==> src/hdl/xfls_pkg.sv <==
/*
  shared constants and carrier types for the crystal configuration and
  loop lock status block.
  assumes a 32-bit apb slave port and a single 200 MHz clock.
*/
package xfls_pkg;

  localparam int AW = 12;
  localparam int DW = 32;

  // register byte addresses
  localparam logic [AW-1:0] CFG_OFS = 12'h000;
  localparam logic [AW-1:0] STS_OFS = 12'h004;

  // crystal_osc_config field positions
  localparam int CFG_BYPASS_BIT = 4;
  localparam int CFG_RANGE_LSB  = 2;
  localparam int CFG_AGC_BIT    = 1;
  localparam int CFG_AUTO_BIT   = 0;

  // loop_lock_status field positions
  localparam int STS_WARN_BIT   = 13;
  localparam int STS_ULPUC_BIT  = 12;
  localparam int STS_HIST_LSB   = 10;
  localparam int STS_UNLOCK_LSB = 8;
  localparam int STS_CNTEN_BIT  = 6;
  localparam int STS_ULIFG_BIT  = 4;
  localparam int STS_REFRDY_BIT = 2;
  localparam int STS_XTFLT_BIT  = 1;
  localparam int STS_LPFLT_BIT  = 0;

  // reset values
  localparam logic       AUTO_OFF_RST = 1'h1;
  localparam logic [1:0] RANGE_RST    = 2'h0;
  localparam logic [1:0] HIST_RST     = 2'h1;
  localparam logic [1:0] UNLOCK_RST   = 2'h3;
  localparam logic       CNT_EN_RST   = 1'h1;

  // unlock codes
  localparam logic [1:0] UNLOCK_LOCKED = 2'h0;
  localparam logic [1:0] UNLOCK_SLOW   = 2'h1;
  localparam logic [1:0] UNLOCK_FAST   = 2'h2;
  localparam logic [1:0] UNLOCK_ERROR  = 2'h3;

  // loop oscillator tap limits
  localparam logic [8:0] TAP_MIN = 9'h000;
  localparam logic [8:0] TAP_MAX = 9'h1ff;

  // start fault counter
  localparam int         START_CW    = 8;
  localparam logic [7:0] START_LIMIT = 8'hc8;

  typedef struct packed {
    logic          psel;
    logic          penable;
    logic          pwrite;
    logic [AW-1:0] paddr;
    logic [DW-1:0] pwdata;
  } xfls_apb_req_t;

  typedef struct packed {
    logic       too_slow;
    logic       too_fast;
    logic       out_of_range;
    logic [8:0] tap;
  } xfls_loop_sts_t;

  typedef struct packed {
    logic q;
  } xfls_flag_t;

  typedef struct packed {
    logic [START_CW-1:0] cnt;
    logic                fault;
  } xfls_cnt_t;

  typedef struct packed {
    logic          bypass;
    logic [1:0]    range;
    logic          agc_off;
    logic          auto_off;
    logic          warn_en;
    logic          ulpuc_en;
    logic          cnt_en;
    logic [1:0]    unlock_now;
    logic          ulifg;
    logic          ref_ready;
    logic          xtal_en;
    logic          from_pin;
    logic [1:0]    hf_range;
    logic          agc_out;
    logic          irq;
    logic          puc_req;
    logic          pready;
    logic          pslverr;
    logic [DW-1:0] prdata;
  } xfls_state_t;

endpackage

==> src/hdl/xfls_sticky.sv <==
/*
  one sticky status bit: hardware sets, software clears.
  assumes set and clr are synchronous single-cycle or level terms.
*/
`timescale 1ns/100ps
module xfls_sticky #(
  parameter logic RST_VAL = 1'h0
) (
  input  wire logic pclk,    // system clock
  input  wire logic presetn, // async reset, low
  input  wire logic set,     // hardware set
  input  wire logic clr,     // software clear
  output logic      q        // flag
);
  import xfls_pkg::*;

  xfls_flag_t st;
  xfls_flag_t next_st;

  always_comb begin
    next_st = st;
    if (set) begin
      next_st.q = 1'b1;
    end else if (clr) begin
      next_st.q = 1'b0;
    end
  end

  always_ff @(posedge pclk or negedge presetn) begin
    if (!presetn) begin
      st.q <= RST_VAL;
    end else begin
      st <= next_st;
    end
  end

  assign q = st.q;
endmodule // xfls_sticky

==> src/hdl/xfls_start_cnt.sv <==
/*
  crystal start fault counter: counts faulty start cycles while enabled.
  assumes run is a level from the oscillator fault detector.
*/
`timescale 1ns/100ps
module xfls_start_cnt (
  input  wire logic pclk,    // system clock
  input  wire logic presetn, // async reset, low
  input  wire logic en,      // counter enable
  input  wire logic run,     // fault seen during start
  output logic      fault    // start limit reached
);
  import xfls_pkg::*;

  xfls_cnt_t st;
  xfls_cnt_t next_st;

  always_comb begin
    next_st = st;
    if (!en) begin
      next_st.cnt   = '0;
      next_st.fault = 1'b0;
    end else if (run && (st.cnt != START_LIMIT)) begin
      next_st.cnt = st.cnt + 8'h01;
    end
    next_st.fault = en && (next_st.cnt == START_LIMIT);
  end

  always_ff @(posedge pclk or negedge presetn) begin
    if (!presetn) begin
      st <= '0;
    end else begin
      st <= next_st;
    end
  end

  assign fault = st.fault;
endmodule // xfls_start_cnt

==> src/hdl/xfls_top.sv <==
/*
  crystal oscillator configuration and loop lock status, apb slave.
  assumes presetn is the power-on reset, puc_clear a synchronous
  power-up-clear pulse, and all status inputs synchronous to pclk.
*/
// The placing of the registers and register access over APB were chosen for this implementation.
`timescale 1ns/100ps
module xfls_top (
  input  wire logic                     pclk,           // system clock
  input  wire logic                     presetn,        // power-on reset, low
  input  wire logic                     puc_clear,      // power-up-clear pulse
  input  wire xfls_pkg::xfls_apb_req_t  apb_req,        // apb request
  output logic [xfls_pkg::DW-1:0]       prdata,         // apb read data
  output logic                          pready,         // apb ready
  output logic                          pslverr,        // apb error
  input  wire xfls_pkg::xfls_loop_sts_t loop_sts,       // loop comparator
  input  wire logic                     xtal_fault_in,  // crystal fault cond
  input  wire logic                     ref_osc_stable, // reference stable
  input  wire logic                     aclk_use,       // aux clock uses xtal
  input  wire logic                     mclk_use,       // main clock uses xtal
  input  wire logic                     sub_main_clock_use,      // sub-main uses xtal
  input  wire logic                     loop_ref_use,   // loop ref needs xtal
  input  wire logic                     port_sel_xtal,  // port selects xtal
  input  wire logic                     puc_serviced,   // reset serviced
  output logic                          xtal_osc_en,    // oscillator run
  output logic                          xtal_from_pin,  // clock from pin
  output logic [1:0]                    hf_xtal_range,  // range select
  output logic                          xtal_gain_ctrl_off, // agc off
  output logic                          osc_fault_irq,  // fault irq request
  output logic                          power_up_clear_req, // reset request
  output logic                          xtal_start_fault    // start limit hit
);
  import xfls_pkg::*;

  xfls_state_t st;
  xfls_state_t next_st;

  logic       setup;
  logic       done;
  logic       wr_cfg;
  logic       wr_sts;
  logic [1:0] hist;
  logic       xt_flt;
  logic       lp_flt;
  logic       cnt_fault;
  logic       any_use;
  logic [DW-1:0] cfg_word;
  logic [DW-1:0] sts_word;

  assign setup  = apb_req.psel && !apb_req.penable;
  assign done   = apb_req.psel && apb_req.penable && st.pready;
  assign wr_cfg = done && apb_req.pwrite && (apb_req.paddr == CFG_OFS);
  assign wr_sts = done && apb_req.pwrite && (apb_req.paddr == STS_OFS);
  assign any_use = aclk_use || mclk_use || sub_main_clock_use || loop_ref_use;

  xfls_sticky #(.RST_VAL(HIST_RST[0])) u_hist_slow (
    .pclk    (pclk),
    .presetn (presetn),
    .set     (st.unlock_now == UNLOCK_SLOW),
    .clr     (wr_sts && !apb_req.pwdata[STS_HIST_LSB]),
    .q       (hist[0])
  );

  xfls_sticky #(.RST_VAL(HIST_RST[1])) u_hist_fast (
    .pclk    (pclk),
    .presetn (presetn),
    .set     (st.unlock_now == UNLOCK_FAST),
    .clr     (wr_sts && !apb_req.pwdata[STS_HIST_LSB+1]),
    .q       (hist[1])
  );

  xfls_sticky #(.RST_VAL(1'h0)) u_xtal_fault (
    .pclk    (pclk),
    .presetn (presetn),
    .set     (xtal_fault_in || cnt_fault),
    .clr     ((wr_sts && !apb_req.pwdata[STS_XTFLT_BIT]) || puc_clear),
    .q       (xt_flt)
  );

  xfls_sticky #(.RST_VAL(1'h0)) u_loop_fault (
    .pclk    (pclk),
    .presetn (presetn),
    .set     ((loop_sts.tap == TAP_MIN) || (loop_sts.tap == TAP_MAX)),
    .clr     ((wr_sts && !apb_req.pwdata[STS_LPFLT_BIT]) || puc_clear),
    .q       (lp_flt)
  );

  xfls_start_cnt u_start_cnt (
    .pclk    (pclk),
    .presetn (presetn),
    .en      (st.cnt_en),
    .run     (xtal_fault_in && st.xtal_en),
    .fault   (cnt_fault)
  );

  always_comb begin
    cfg_word = '0;
    cfg_word[CFG_BYPASS_BIT] = st.bypass;
    cfg_word[CFG_RANGE_LSB +: 2] = st.range;
    cfg_word[CFG_AGC_BIT] = st.agc_off;
    cfg_word[CFG_AUTO_BIT] = st.auto_off;
    sts_word = '0;
    sts_word[STS_WARN_BIT] = st.warn_en;
    sts_word[STS_ULPUC_BIT] = st.ulpuc_en;
    sts_word[STS_HIST_LSB +: 2] = hist;
    sts_word[STS_UNLOCK_LSB +: 2] = st.unlock_now;
    sts_word[STS_CNTEN_BIT] = st.cnt_en;
    sts_word[STS_ULIFG_BIT] = st.ulifg;
    sts_word[STS_REFRDY_BIT] = st.ref_ready;
    sts_word[STS_XTFLT_BIT] = xt_flt;
    sts_word[STS_LPFLT_BIT] = lp_flt;
  end

  always_comb begin
    next_st = st;
    // apb: one wait-free access phase after setup
    next_st.pready = setup;
    next_st.pslverr = 1'b0;
    if (setup) begin
      if (apb_req.paddr == CFG_OFS) begin
        next_st.prdata = cfg_word;
      end else if (apb_req.paddr == STS_OFS) begin
        next_st.prdata = sts_word;
      end else begin
        next_st.prdata = '0;
        next_st.pslverr = 1'b1;
      end
    end
    if (wr_cfg) begin
      next_st.bypass   = apb_req.pwdata[CFG_BYPASS_BIT];
      next_st.range    = apb_req.pwdata[CFG_RANGE_LSB +: 2];
      next_st.agc_off  = apb_req.pwdata[CFG_AGC_BIT];
      next_st.auto_off = apb_req.pwdata[CFG_AUTO_BIT];
    end
    if (wr_sts) begin
      next_st.warn_en  = apb_req.pwdata[STS_WARN_BIT];
      next_st.ulpuc_en = apb_req.pwdata[STS_ULPUC_BIT];
      next_st.cnt_en   = apb_req.pwdata[STS_CNTEN_BIT];
    end
    if (puc_serviced) begin
      next_st.ulpuc_en = 1'b0;
    end
    // current unlock condition
    if (lp_flt || loop_sts.out_of_range) begin
      next_st.unlock_now = UNLOCK_ERROR;
    end else if (loop_sts.too_fast && loop_sts.too_slow) begin
      next_st.unlock_now = UNLOCK_ERROR;
    end else if (loop_sts.too_fast) begin
      next_st.unlock_now = UNLOCK_FAST;
    end else if (loop_sts.too_slow) begin
      next_st.unlock_now = UNLOCK_SLOW;
    end else begin
      next_st.unlock_now = UNLOCK_LOCKED;
    end
    next_st.ulifg = (st.unlock_now == UNLOCK_FAST);
    next_st.ref_ready = ref_osc_stable;
    // oscillator control
    if (st.auto_off) begin
      next_st.xtal_en = any_use && !st.bypass;
    end else begin
      next_st.xtal_en = port_sel_xtal && !st.bypass;
    end
    next_st.from_pin = st.bypass;
    next_st.hf_range = st.range;
    next_st.agc_out  = st.agc_off;
    next_st.irq = xt_flt || lp_flt || (st.warn_en && (hist != 2'h0));
    next_st.puc_req = st.ulpuc_en && st.ulifg;
    if (puc_clear) begin
      next_st.bypass   = 1'b0;
      next_st.range    = RANGE_RST;
      next_st.agc_off  = 1'b0;
      next_st.auto_off = AUTO_OFF_RST;
      next_st.warn_en  = 1'b0;
      next_st.ulpuc_en = 1'b0;
      next_st.cnt_en   = CNT_EN_RST;
      next_st.puc_req  = 1'b0;
    end
  end

  always_ff @(posedge pclk or negedge presetn) begin
    if (!presetn) begin
      st            <= '0;
      st.auto_off   <= AUTO_OFF_RST;
      st.range      <= RANGE_RST;
      st.cnt_en     <= CNT_EN_RST;
      st.unlock_now <= UNLOCK_RST;
    end else begin
      st <= next_st;
    end
  end

  assign prdata             = st.prdata;
  assign pready             = st.pready;
  assign pslverr            = st.pslverr;
  assign xtal_osc_en        = st.xtal_en;
  assign xtal_from_pin      = st.from_pin;
  assign hf_xtal_range      = st.hf_range;
  assign xtal_gain_ctrl_off = st.agc_out;
  assign osc_fault_irq      = st.irq;
  assign power_up_clear_req = st.puc_req;
  assign xtal_start_fault   = cnt_fault;
endmodule // xfls_top

==> config.mk <==
export PLATFORM = sky130hd
export DESIGN_NAME = xfls_top
export DESIGN_NICKNAME = d
export VERILOG_FILES = /design/src/hdl/xfls_pkg.sv /design/src/hdl/xfls_sticky.sv /design/src/hdl/xfls_start_cnt.sv /design/src/hdl/xfls_top.sv
export SDC_FILE = /design/constraint.sdc
export NUM_CORES = 1
export LEC_CHECK = 0
export BUFFER_PORTS_ARGS = -buffer_cell sky130_fd_sc_hd__buf_2
export CAP_MARGIN = 15
export CORE_MARGIN = 1
export CORE_UTILIZATION = 42
export DETAILED_ROUTE_END_ITERATION = 8
export GPL_TIMING_DRIVEN = 0
export PLACE_DENSITY = 0.87
export RECOVER_POWER = 100
export SYNTH_ARGS = -nofsm -noshare
export SYNTH_HDL_FRONTEND = slang
export SYNTH_SLANG_ARGS = --single-unit
==> constraint.sdc <==
create_clock -name pclk -period 1.68 [get_ports pclk]
set_input_delay 0 -clock pclk [delete_from_list [all_inputs] [get_ports pclk]]
set_output_delay 0 -clock pclk [all_outputs]
set_load 0.01 [all_outputs]
Word-level counts from Yosys, hierarchy flattened
Cells that the tools add are included.
{ "totals": {"reg_bits": 66, "output_inout_bits": 42} }
{ "op_classes": {"muxes": 25, "n_eq_ne": 6, "addsub": 1, "reduce_logical": 44} }
{ "ops": {"columns": ["operator", "n"], "rows": [
  ["two-way mux 33 bit", 1],
  ["two-way mux 14 bit", 2],
  ["two-way mux 8 bit", 3],
  ["logical AND 1 bit", 18],
  ["two-way mux 1 bit", 14],
  ["nonzero test 2 bit", 7],
  ["equality test 12 x 3 -> 1 bit (second input constant)", 1],
  ["logical NOT 12 bit", 1],
  ["logical OR 1 bit", 10],
  ["equality test 9 bit (second input constant)", 1],
  ["logical NOT 9 bit", 1],
  ["adder 8 x 1 -> 8 bit (second input constant)", 1],
  ["equality test 8 bit (second input constant)", 1],
  ["!= test 8 bit (second input constant)", 1],
  ["logical NOT 1 bit", 6],
  ["two-way mux 2 bit", 3],
  ["two-way mux 5 bit", 1],
  ["two-way mux 3 bit", 1],
  ["nonzero test 3 bit", 1],
  ["equality test 2 x 1 -> 1 bit (second input constant)", 1],
  ["equality test 2 bit (second input constant)", 1]
]} }

Logic depth before layout (Yosys ltp)
Gate-level depths: netlist of the first run.
{ "logic_depth": {"depth_word": 8, "mapped_depth": 7} }

By module
From an unflattened synthesis of the first run, not the netlist that was laid out.
{ "unflattened": {"cells_unflattened": 232, "area_unflattened_um2": 2551.2} }
{ "by_module_without_submodules": {"columns": ["module", "cells_per_inst", "n_inst", "area_each_um2", "seq_area_each_um2"], "rows": [
  ["xfls_top", 157, 1, 1771.7, 830.8],
  ["xfls_start_cnt", 63, 1, 633.1, 225.2],
  ["xfls_sticky (u_hist_fast ...)", 3, 3, 36.3, 25.0],
  ["xfls_sticky (u_hist_slow)", 3, 1, 37.5, 26.3]
]} }

Worst setup path after synthesis of the first run
OpenSTA, ideal clock, no wires.
{ "synth_timing": {"path_kind": "reg2reg", "from": "register u_start_cnt.st[1] (netlist bit)", "to": "register u_start_cnt.st, in the netlist u_start_cnt.fault", "setup_time_ns": 0.126, "path_stages_with_launch": 8, "period_less_slack_ns": 1.655, "arrival_ns": 1.529, "t_required_ns": 1.554, "n_path_buf": 0, "slack_ns": 0.025, "cell_sequence": "dfrtp_1 > inv_1 > ha_1 > nand4bb_1 > o21ai_1 > nor4b_1 > a211oi_1 > nor3b_1"} }
{ "synth_lines": {"columns": ["item", "line_no", "text"], "rows": [
  ["start, declared", "xfls_start_cnt.sv:15", "xfls_cnt_t st;"],
  ["start signal, assigned", "xfls_start_cnt.sv:33", "st <= next_st;"]
]} }

==> reports/metrics.cfg, run 1 <==
[placement]
placed_cells = 377
place_area_mm2 = 0.00280
hpwl_um = 3620
portBuffers = 68
dp_slack_ps = -332
place_congestion = 0.811

[layout]
instances_no_fill = 411
nNetsFinal = 412
drive_gt1_share_pct = 37.2
areaGrowthSynthToFinish_pct = 41.6
antenna_cells = 0
post-route-util_pct = 62.7
finish.instance_area_mm2 = 0.00326

[floorplanning]
fp.dieH_um = 76.1
die_x_um = 76.1
fp-row-count = 26
core_mm2 = 0.00520
io_pins = 112
start_util_pct = 44.3
die_area_mm2 = 0.00579

[worst_setup_path]
critPathKind = reg -> reg
rrSetupSlack_ps = -10
critPathBufInv = 1
required_ps = 1890
worstSetupStartpointType = flop
path_depth = 6
slowest_delay_ps = 410
worstPathMaxFanout = 5
reg2reg_depth = 6
cpLargestDelayFamily = flip-flops
cp_slowest_cell = dfrtp_2
endpoint_kind = flop
rr_endpoint = u_start_cnt.fault
r2r-start = u_start_cnt.st[1]
cp_data_arrival_time_ps = 1910
worstPathCellList = buf_4 -> ha_4 -> nand3_2 -> xor2_2 -> a2111oi_4 -> nor3b_2

[logic_synthesis]
netlist_instances = 220
yosysUniqueCellTypes = 44
syn_area_per_cell_um2 = 10.5
yosysTopAreaCell = dfrtp_1
synthArstFlopShare_pct = 100
netlist_area_mm2 = 0.00230
ys.flop_type = dfrtp_1
synth_commonest_cells = dfrtp_1 (41), buf_4 (34), nor2_1 (19)
ys.warnings.count = 0
yosysSeqAreaShare_pct = 50.2
yosys.area.top_type_share_pct = 44.5
synthTopCellsByArea = dfrtp_1 (45%), buf_4 (11%), dfstp_2 (5.7%), mux2i_1 (4.8%), o21ai_0 (3.3%)
synth_edf_count = 0
synth.most_common_cell = dfrtp_1
ys_ff_latch = 46

[global_route]
grt_start_max_net_pins = 47
grt_remaining_overflow = 0
grt_usage_pct = 18.0
antenna_found_initial = 0
grt_pass1_wl_um = 8340
grt_pass1_vias = 1802

[route]
ant_nets = 0
totalWireLength_um = 5580
avgRoutedWirePerCell_um = 13.6
drc_errors = 0
drtIter0Drc = 77
via_per_inst = 4.73
drtPass1Iterations = 4
num_vias = 1945

[timing]
worst_pin_slew_ps = 1110
relSlewSlack_pct = 26.2
setup_viol = 1
layout_min_cycle_time_ps = 1690
finClkSkew_ps = 5.91
fmax_mhz = 591
timing.final.ws_setup_ps = -11.7
hold_viol = 1
post-route-period-util_pct = 101
finalMaxSlewViolations = 0
timing.hold.ws_ps = -0.840

[power_and_ir_drop]
pwr_density_cell_mw_per_mm2 = 945
power.leakage_nw = 1.55
ir_drop_mv = 0.687

[min_path]
worstHoldPathType = in -> reg
min-delay-start = loop_sts[6]
whs_path_depth = 3
hold_end = u_loop_fault.q

[cts]
clk_pin_slew_ps = 90
cts.sink_count = 46
root_buffer = clkbuf_8
cts_tree = done
h-tree-depth = 2
clk_path_buf_depth = 2
cts-buffers-inserted = 5
worstSkewPairLatency_ps = 290

[status]
violations = negative hold slack, negative setup slack
status = complete, but fails checks

[run]
maxCapViolCount = 0

## cell families after synthesis
family | after synthesis | share of synthesized area, %
simple gates | 69 | 17.3
xor+xnor | 5 | 1.90
fa+ha+maj | 2 | 1.09
flops | 46 | 50.2
mux | 11 | 4.78
buf+inv | 49 | 14.3
other cells | 1 | 0.163
compound gates | 37 | 10.2
## how the worst max path moves through the flow
stage	to	slack (ps)	start
final	u_start_cnt.fault	-10	u_start_cnt.st[1]
after global placement	u_start_cnt.fault	-200	u_start_cnt.st[1]
after floorplan	u_start_cnt.fault	20	u_start_cnt.st[1]
after global routing	u_start_cnt.fault	-60	u_start_cnt.st[3]
after detailed placement	u_start_cnt.fault	-330	u_start_cnt.st[1]
after CTS	u_start_cnt.fault	10	xtal_osc_en
## metal layers
metal / vias up / wire (µm) / track usage, %
li1: 949 / - / -
met1: 911 / 2370 / 22.0
met2: 75 / 2800 / 32.8
met3: 10 / 279 / 3.11
met4: 0 / 130 / 4.62
met5: - / 0 / 0
## flip-flops by register name (all words and copies together) (netlist names)
name                flops
power_up_clear_req      1
xtal_osc_en             1
xtal_gain_ctrl_off      1
u_hist_fast.q           1
hf_xtal_range           2
u_xtal_fault.q          1
pslverr                 1
st                      7
osc_fault_irq           1
u_hist_slow.q           1
xtal_from_pin           1
u_loop_fault.q          1
pready                  1
cfg_word                5
prdata                 12
u_start_cnt.st          8
u_start_cnt.fault       1
## worst min-delay path, cell delays in order
cell	delay, ps
buf_2	90
a21oi_1	40
o21ai_0	130
## layout by cell type (no fill, tap or decap), types with 4 or more instances in the layout
| master | Yosys | final |
|---|---|---|
| dlygate4sd3_1 | 0 | 17 |
| a21oi_1 | 5 | 5 |
| inv_1 | 8 | 6 |
| dfrtp_1 | 41 | 38 |
| clkbuf_8 | 1 | 6 |
| nand2_1 | 12 | 12 |
| nor2_1 | 19 | 19 |
| o21ai_0 | 15 | 15 |
| conb_1 | 1 | 20 |
| buf_4 | 34 | 43 |
| mux2i_1 | 11 | 11 |
| buf_2 | 1 | 45 |
| nor2b_1 | 4 | 4 |
| nand4_1 | 6 | 6 |
| clkbuf_1 | 3 | 24 |
| a22o_1 | 7 | 7 |
| or3_1 | 4 | 4 |
## area by class of cell
cell class              instances  area (µm²)
clock buffers                   5        68.8
inverters                       9        33.8
clock inverters                 3        43.8
fillers                       456        1940
flip-flops and latches         46        1160
repair buffers                 95         562
plain buffers                  39         299
multi-input cells             144        1010
well taps                      70        87.6
## repair_timing
action	4_1_cts	5_1_grt
setup endpoints to repair	4	2
setup buffers	7	3
endpoints found under the hold margin	56	0
pin swaps	2	4
hold buffers	17	0
gates resized for setup	7	22
## through the flow
stage,setup TNS [ps],power [mW],hold WS [ps]
final,-11.7,3.08,-0.840
after global routing,-59.2,3.20,1.78
after CTS,0,2.82,0.962
after detailed placement,-659,1.84,116
after global placement,-319,1.80,110
after floorplan,0,1.66,-296
## power by group
group          total, mW  internal [mW]  switching (mW)
Clock              0.835          0.446           0.389
Combinational      0.946          0.468           0.478
Sequential          1.30           1.20           0.102
Total               3.08           2.12           0.969
Note: power is estimated with default switching activity, not from simulation.
==> run 2: changes to the inputs <==
- CORE_UTILIZATION: 42 -> 50
- PLACE_DENSITY: 0.87 -> not set
- PLACE_DENSITY_LB_ADDON: not set -> 0.25
- clock period: 1.68 -> 2.1 ns (I/O delays scaled with it)
==> run 2 against run 1 <==
The run now ends clean. Worst setup slack gained 190 ps. Register-to-register slack gained 190 ps. Clock power shrank 20%. Sequential share of layout area grew 2.0 points. Fmax shrank 12%. Clock skew shrank 2.1 ps. Critical path depth is the same. Hold slack gained 28 ps. Non-clock buffer count shrank 4. Critical path type unchanged. Critical endpoint is now u_xtal_fault.q. Largest cell class unchanged.
==> reports/metrics.cfg, run 2 (synthesized netlist as in run 1, its figures left out) <==
[timing]
relSlewSlack_pct = 26.8
post-route-period-util_pct = 91.7
setup_viol = 0
rsz0062_at_grt = false
fmax_mhz = 519
worst_pin_slew_ps = 1100
fin_setup_tns_ps = 0
finClkSkew_ps = 3.82
hold_viol = 0
layout_min_cycle_time_ps = 1930
timing.final.ws_setup_ps = 175
finalMaxSlewViolations = 0

[layout]
drive_gt1_share_pct = 29.4
largest_register_ff_count = 12
layout_common_cells = buf_2 (46), dfrtp_1 (41), buf_4 (34)
areaGrowthSynthToFinish_pct = 33.6
nNetsFinal = 408
antenna_cells = 0
layout_commonest_cell = buf_2

[min_path]
hold_end = u_loop_fault.q
whs_path_depth = 4
min-delay-start = puc_clear
worstHoldPathType = in -> reg

[worst_setup_path]
cp_data_arrival_time_ps = 2120
cp_slowest_cell = dlygate4sd3_1
required_ps = 2290
worstSetupStartpointType = flop
crit_start = pready
rrSetupSlack_ps = 170
slowest_delay_ps = 540
rr_endpoint = u_xtal_fault.q
endpoint_kind = flop
reg2reg_depth = 6
worstPathMaxFanout = 8
worstPathCellList = nand4_1 -> or4_1 -> buf_6 -> o21ai_1 -> nand2_1 -> dlygate4sd3_1
critPathKind = reg -> reg
r2r-start = pready

[placement]
hpwl_um = 3400
dp_slack_ps = 156
place_congestion = 0.818
portBuffers = 68

[route]
ant_nets = 0
totalWireLength_um = 4870
avgRoutedWirePerCell_um = 12.5
num_vias = 1902
drtPass1Iterations = 4
via_per_inst = 4.89
drc_errors = 0
drtIter0Drc = 108

[floorplanning]
io_pins = 112
fp.dieH_um = 69.9
die_x_um = 69.9
die_area_mm2 = 0.00488
fp-row-count = 24
core_mm2 = 0.00438
start_util_pct = 52.6

[global_route]
grt_pass1_wl_um = 7990
grt_pass1_vias = 1835
grt_remaining_overflow = 0
grt_start_max_net_pins = 47
antenna_found_initial = 0
grt_usage_pct = 20.7

[cts]
cts_tree = done
root_buffer = clkbuf_8
cts.sink_count = 46
clk_path_buf_depth = 2
h-tree-depth = 2
cts-buffers-inserted = 5
clk_pin_slew_ps = 90
worstSkewPairLatency_ps = 300

[run]
maxCapViolCount = 0

[status]
status = completed

[power_and_ir_drop]
ir_drop_mv = 0.400
total_power_mw = 2.15
pwr_density_cell_mw_per_mm2 = 699
power.leakage_nw = 1.50

## run 2: cell types whose count changed in the layout (fill, tap and decap cells not counted), sizes merged
cell         change
buf             -10
clkbuf           +1
dlygate4sd3      +5
## run 2: worst max-delay path by stage
stage | depth (start not counted) | to | slack (ps)
6_report | 6 | u_xtal_fault.q | 170
5_1_grt | 6 | u_xtal_fault.q | 60
4_1_cts | 6 | u_xtal_fault.q | 70
3_5_place_dp | 7 | u_start_cnt.fault | 160
3_3_place_gp | 7 | u_start_cnt.fault | 160
2_1_floorplan | 7 | u_start_cnt.fault | 440
## run 2: repair_timing
action,4_1_cts,5_1_grt
buffers inserted,0,0
gates resized for setup,0,2
hold buffers,21,1
endpoints found under the hold margin,57,1
endpoints found under the setup margin,0,2
## run 2: worst max-delay path, delay by kind of cell, from the launching register on
kind	cells	cell delay, ps
buffers and inverters	2	700
AND/OR/NAND/NOR	3	620
flip-flops	1	350
AO/OA/AOI/OAI	1	140
## run 2: stage by stage
stage                     cells  instance area [µm²]  utilization [%]  hold WS, ps
after floorplan             239                 2380                -         -296
after global placement      359                 2780             63.4          109
after detailed placement    359                 2780             63.4          110
after CTS                   388                 3100             70.8         4.48
after global routing        389                 3080             70.2         49.9
final                       389                 3080             70.2         27.5
## run 2: layout make-up
class,count,area (µm²)
multi-input cells,144,880
inverters,9,33.8
plain buffers,40,297
clock inverters,3,43.8
fillers,358,1310
well taps,52,65.1
repair buffers,90,533
flip-flops and latches,46,1160
clock buffers,5,68.8
## run 2: routing by layer
layer	wire length, µm	track usage (%)
met1	2060	24.9
met2	2430	36.4
met3	289	4.04
met4	90	8.44
met5	0	0
## run 2: report_power, final
part	internal (mW)	total, mW	switching [mW]
clock network	0.357	0.665	0.308
logic	0.214	0.454	0.240
registers	0.955	1.03	0.0777
==> run 3: changes to the inputs <==
- clock period: 2.1 -> 2.45 ns (I/O delays scaled with it)
==> run 3 against run 2 <==
Critical path depth increased by 2. Combinational power decreased by 15%. Via count increased by 0.21%. First-iteration DRC count decreased by 14%. Final cell count unchanged. Count of clock-buffer cells in the layout unchanged. Sequential share of layout area increased by 0.12 points. Global-route usage increased by 0.37 points. Hold slack got worse by 1.5 ps. Critical path type is now in -> reg.
==> reports/metrics.cfg, run 3 (synthesized netlist as in run 1, its figures left out) <==
[timing]
post-route-period-util_pct = 93.7
finClkSkew_ps = 5.40
relSlewSlack_pct = 26.9
timing.final.ws_setup_ps = 154
rsz0062_at_grt = false
fin_setup_tns_ps = 0
hold_viol = 0
setup_viol = 0
fmax_mhz = 435
finalMaxSlewViolations = 0
layout_min_cycle_time_ps = 2300
worst_pin_slew_ps = 1100

[floorplanning]
fp-row-count = 24
die_x_um = 69.9
die_area_mm2 = 0.00488
fp.dieH_um = 69.9
io_pins = 112
core_mm2 = 0.00438
start_util_pct = 52.6

[power_and_ir_drop]
pwr_density_cell_mw_per_mm2 = 599
power.leakage_nw = 1.50
power.switching_uw = 531
p_comb_share_pct = 20.9
power_frac_seq_pct = 48.1
p_sw_share_pct = 28.9
p_int_mw = 1.31
ir_drop_mv = 0.346
clkPwrFrac_pct = 30.9

[layout]
antenna_cells = 0
areaGrowthSynthToFinish_pct = 33.1
largest_register_ff_count = 12
layout_commonest_cell = buf_2
post-route-util_pct = 70.0
layout_common_cells = buf_2 (45), dfrtp_1 (41), buf_4 (34)
n_fill_cell = 358
drive_gt1_share_pct = 28.5
nNetsFinal = 408

[route]
via_per_inst = 4.90
drtPass1Iterations = 4
ant_nets = 0
num_vias = 1906
avgRoutedWirePerCell_um = 12.6
drtIter0Drc = 93
drc_errors = 0
totalWireLength_um = 4880

[worst_setup_path]
slowest_delay_ps = 550
cp_data_arrival_time_ps = 2490
reg2reg_depth = 7
cpLargestDelayFamily = buffers and inverters
critPathKind = in -> reg
endpoint_kind = flop
crit_start = apb_req[43]
required_ps = 2640
rrSetupSlack_ps = 220
worstPathMaxFanout = 8
worstSetupStartpointType = input pin
critPathBufInv = 4
worstPathCellList = dlygate4sd3_1 -> clkbuf_1 -> or3_1 -> or4_1 -> buf_6 -> o21ai_0 -> nand2_1 -> dlygate4sd3_1
cp_slowest_cell = dlygate4sd3_1
crit_top_cell = dlygate4sd3_1
rr_endpoint = u_start_cnt.fault
r2r-start = u_start_cnt.st[1]

[placement]
hpwl_um = 3400
dp_slack_ps = 506
place_congestion = 0.818
portBuffers = 68

[min_path]
hold_end = u_loop_fault.q
whs_path_depth = 4
min-delay-start = puc_clear
worstHoldPathType = in -> reg

[global_route]
grt_pass1_vias = 1848
grt_usage_pct = 21.1
grt_pass1_wl_um = 8120
grt_start_max_net_pins = 47
grt_remaining_overflow = 0
antenna_found_initial = 0

[cts]
cts.sink_count = 46
clk_path_buf_depth = 2
root_buffer = clkbuf_8
h-tree-depth = 2
cts_tree = done
cts_setup_buffers = 0
clk_pin_slew_ps = 90
worstSkewPairLatency_ps = 300
cts-buffers-inserted = 5

[status]
status = completed

[run]
maxCapViolCount = 0

-- run 3: cell type report --
cell class                 count  area (µm²)  share of cell area (%)
clock buffer                   5        68.8                    2.24
multi-input combinational    144         871                    28.4
tap                           52        65.1                    2.12
clock inverter                 3        43.8                    1.43
inverter                       9        33.8                    1.10
timing repair buffer          90         532                    17.3
sequential                    46        1160                    37.7
buffer                        40         297                    9.67
-- run 3: metal layers --
| metal | part of all wire, % | GRT usage, % | vias to the layer above |
|---|---|---|---|
| li1 | - | - | 947 |
| met1 | 42 | 25.3 | 886 |
| met2 | 50 | 37.5 | 66 |
| met3 | 5.6 | 3.90 | 7 |
| met4 | 1.8 | 8.00 | 0 |
| met5 | 0 | 0 | - |
-- run 3: worst reg2reg max path: cells and delay by family, from the launching register on --
family,cells,cell delay [ps]
and+or+nand+nor,3,350
buffers and inverters,1,160
adders and majority gates,1,190
AOI/OAI and AO/OA,2,980
DFF,1,440
-- run 3: how the worst max path moves through the flow --
stage | end | slack (ps) | cells past startpoint
after global placement | u_start_cnt.fault | 510 | 7
after detailed placement | u_start_cnt.fault | 510 | 7
final | u_xtal_fault.q | 150 | 8
after global routing | u_start_cnt.fault | 70 | 7
after floorplan | u_start_cnt.fault | 790 | 7
after CTS | u_xtal_fault.q | 180 | 8
-- run 3: through the flow --
stage	power [mW]	std cells	cell area (µm²)	hold WS [ps]
floorplan	1.14	239	2380	-296
detailed placement	1.25	359	2780	110
CTS	1.85	388	3100	4.48
global placement	1.24	359	2780	109
finish	1.84	389	3070	26.0
global route	1.95	389	3070	49.9
-- run 3: timing repair --
action,CTS,global route
endpoints found under the hold margin,57,1
gates resized for setup,0,0
hold buffers,21,1
-- run 3: power by group through the flow --
stage / clock [mW] / combinational [mW] / sequential (mW)
3_5_place_dp: 0 / 0.358 / 0.894
3_3_place_gp: 0 / 0.348 / 0.894
4_1_cts: 0.578 / 0.387 / 0.884
2_1_floorplan: 0 / 0.254 / 0.882
5_1_grt: 0.615 / 0.442 / 0.894
6_report: 0.568 / 0.385 / 0.885
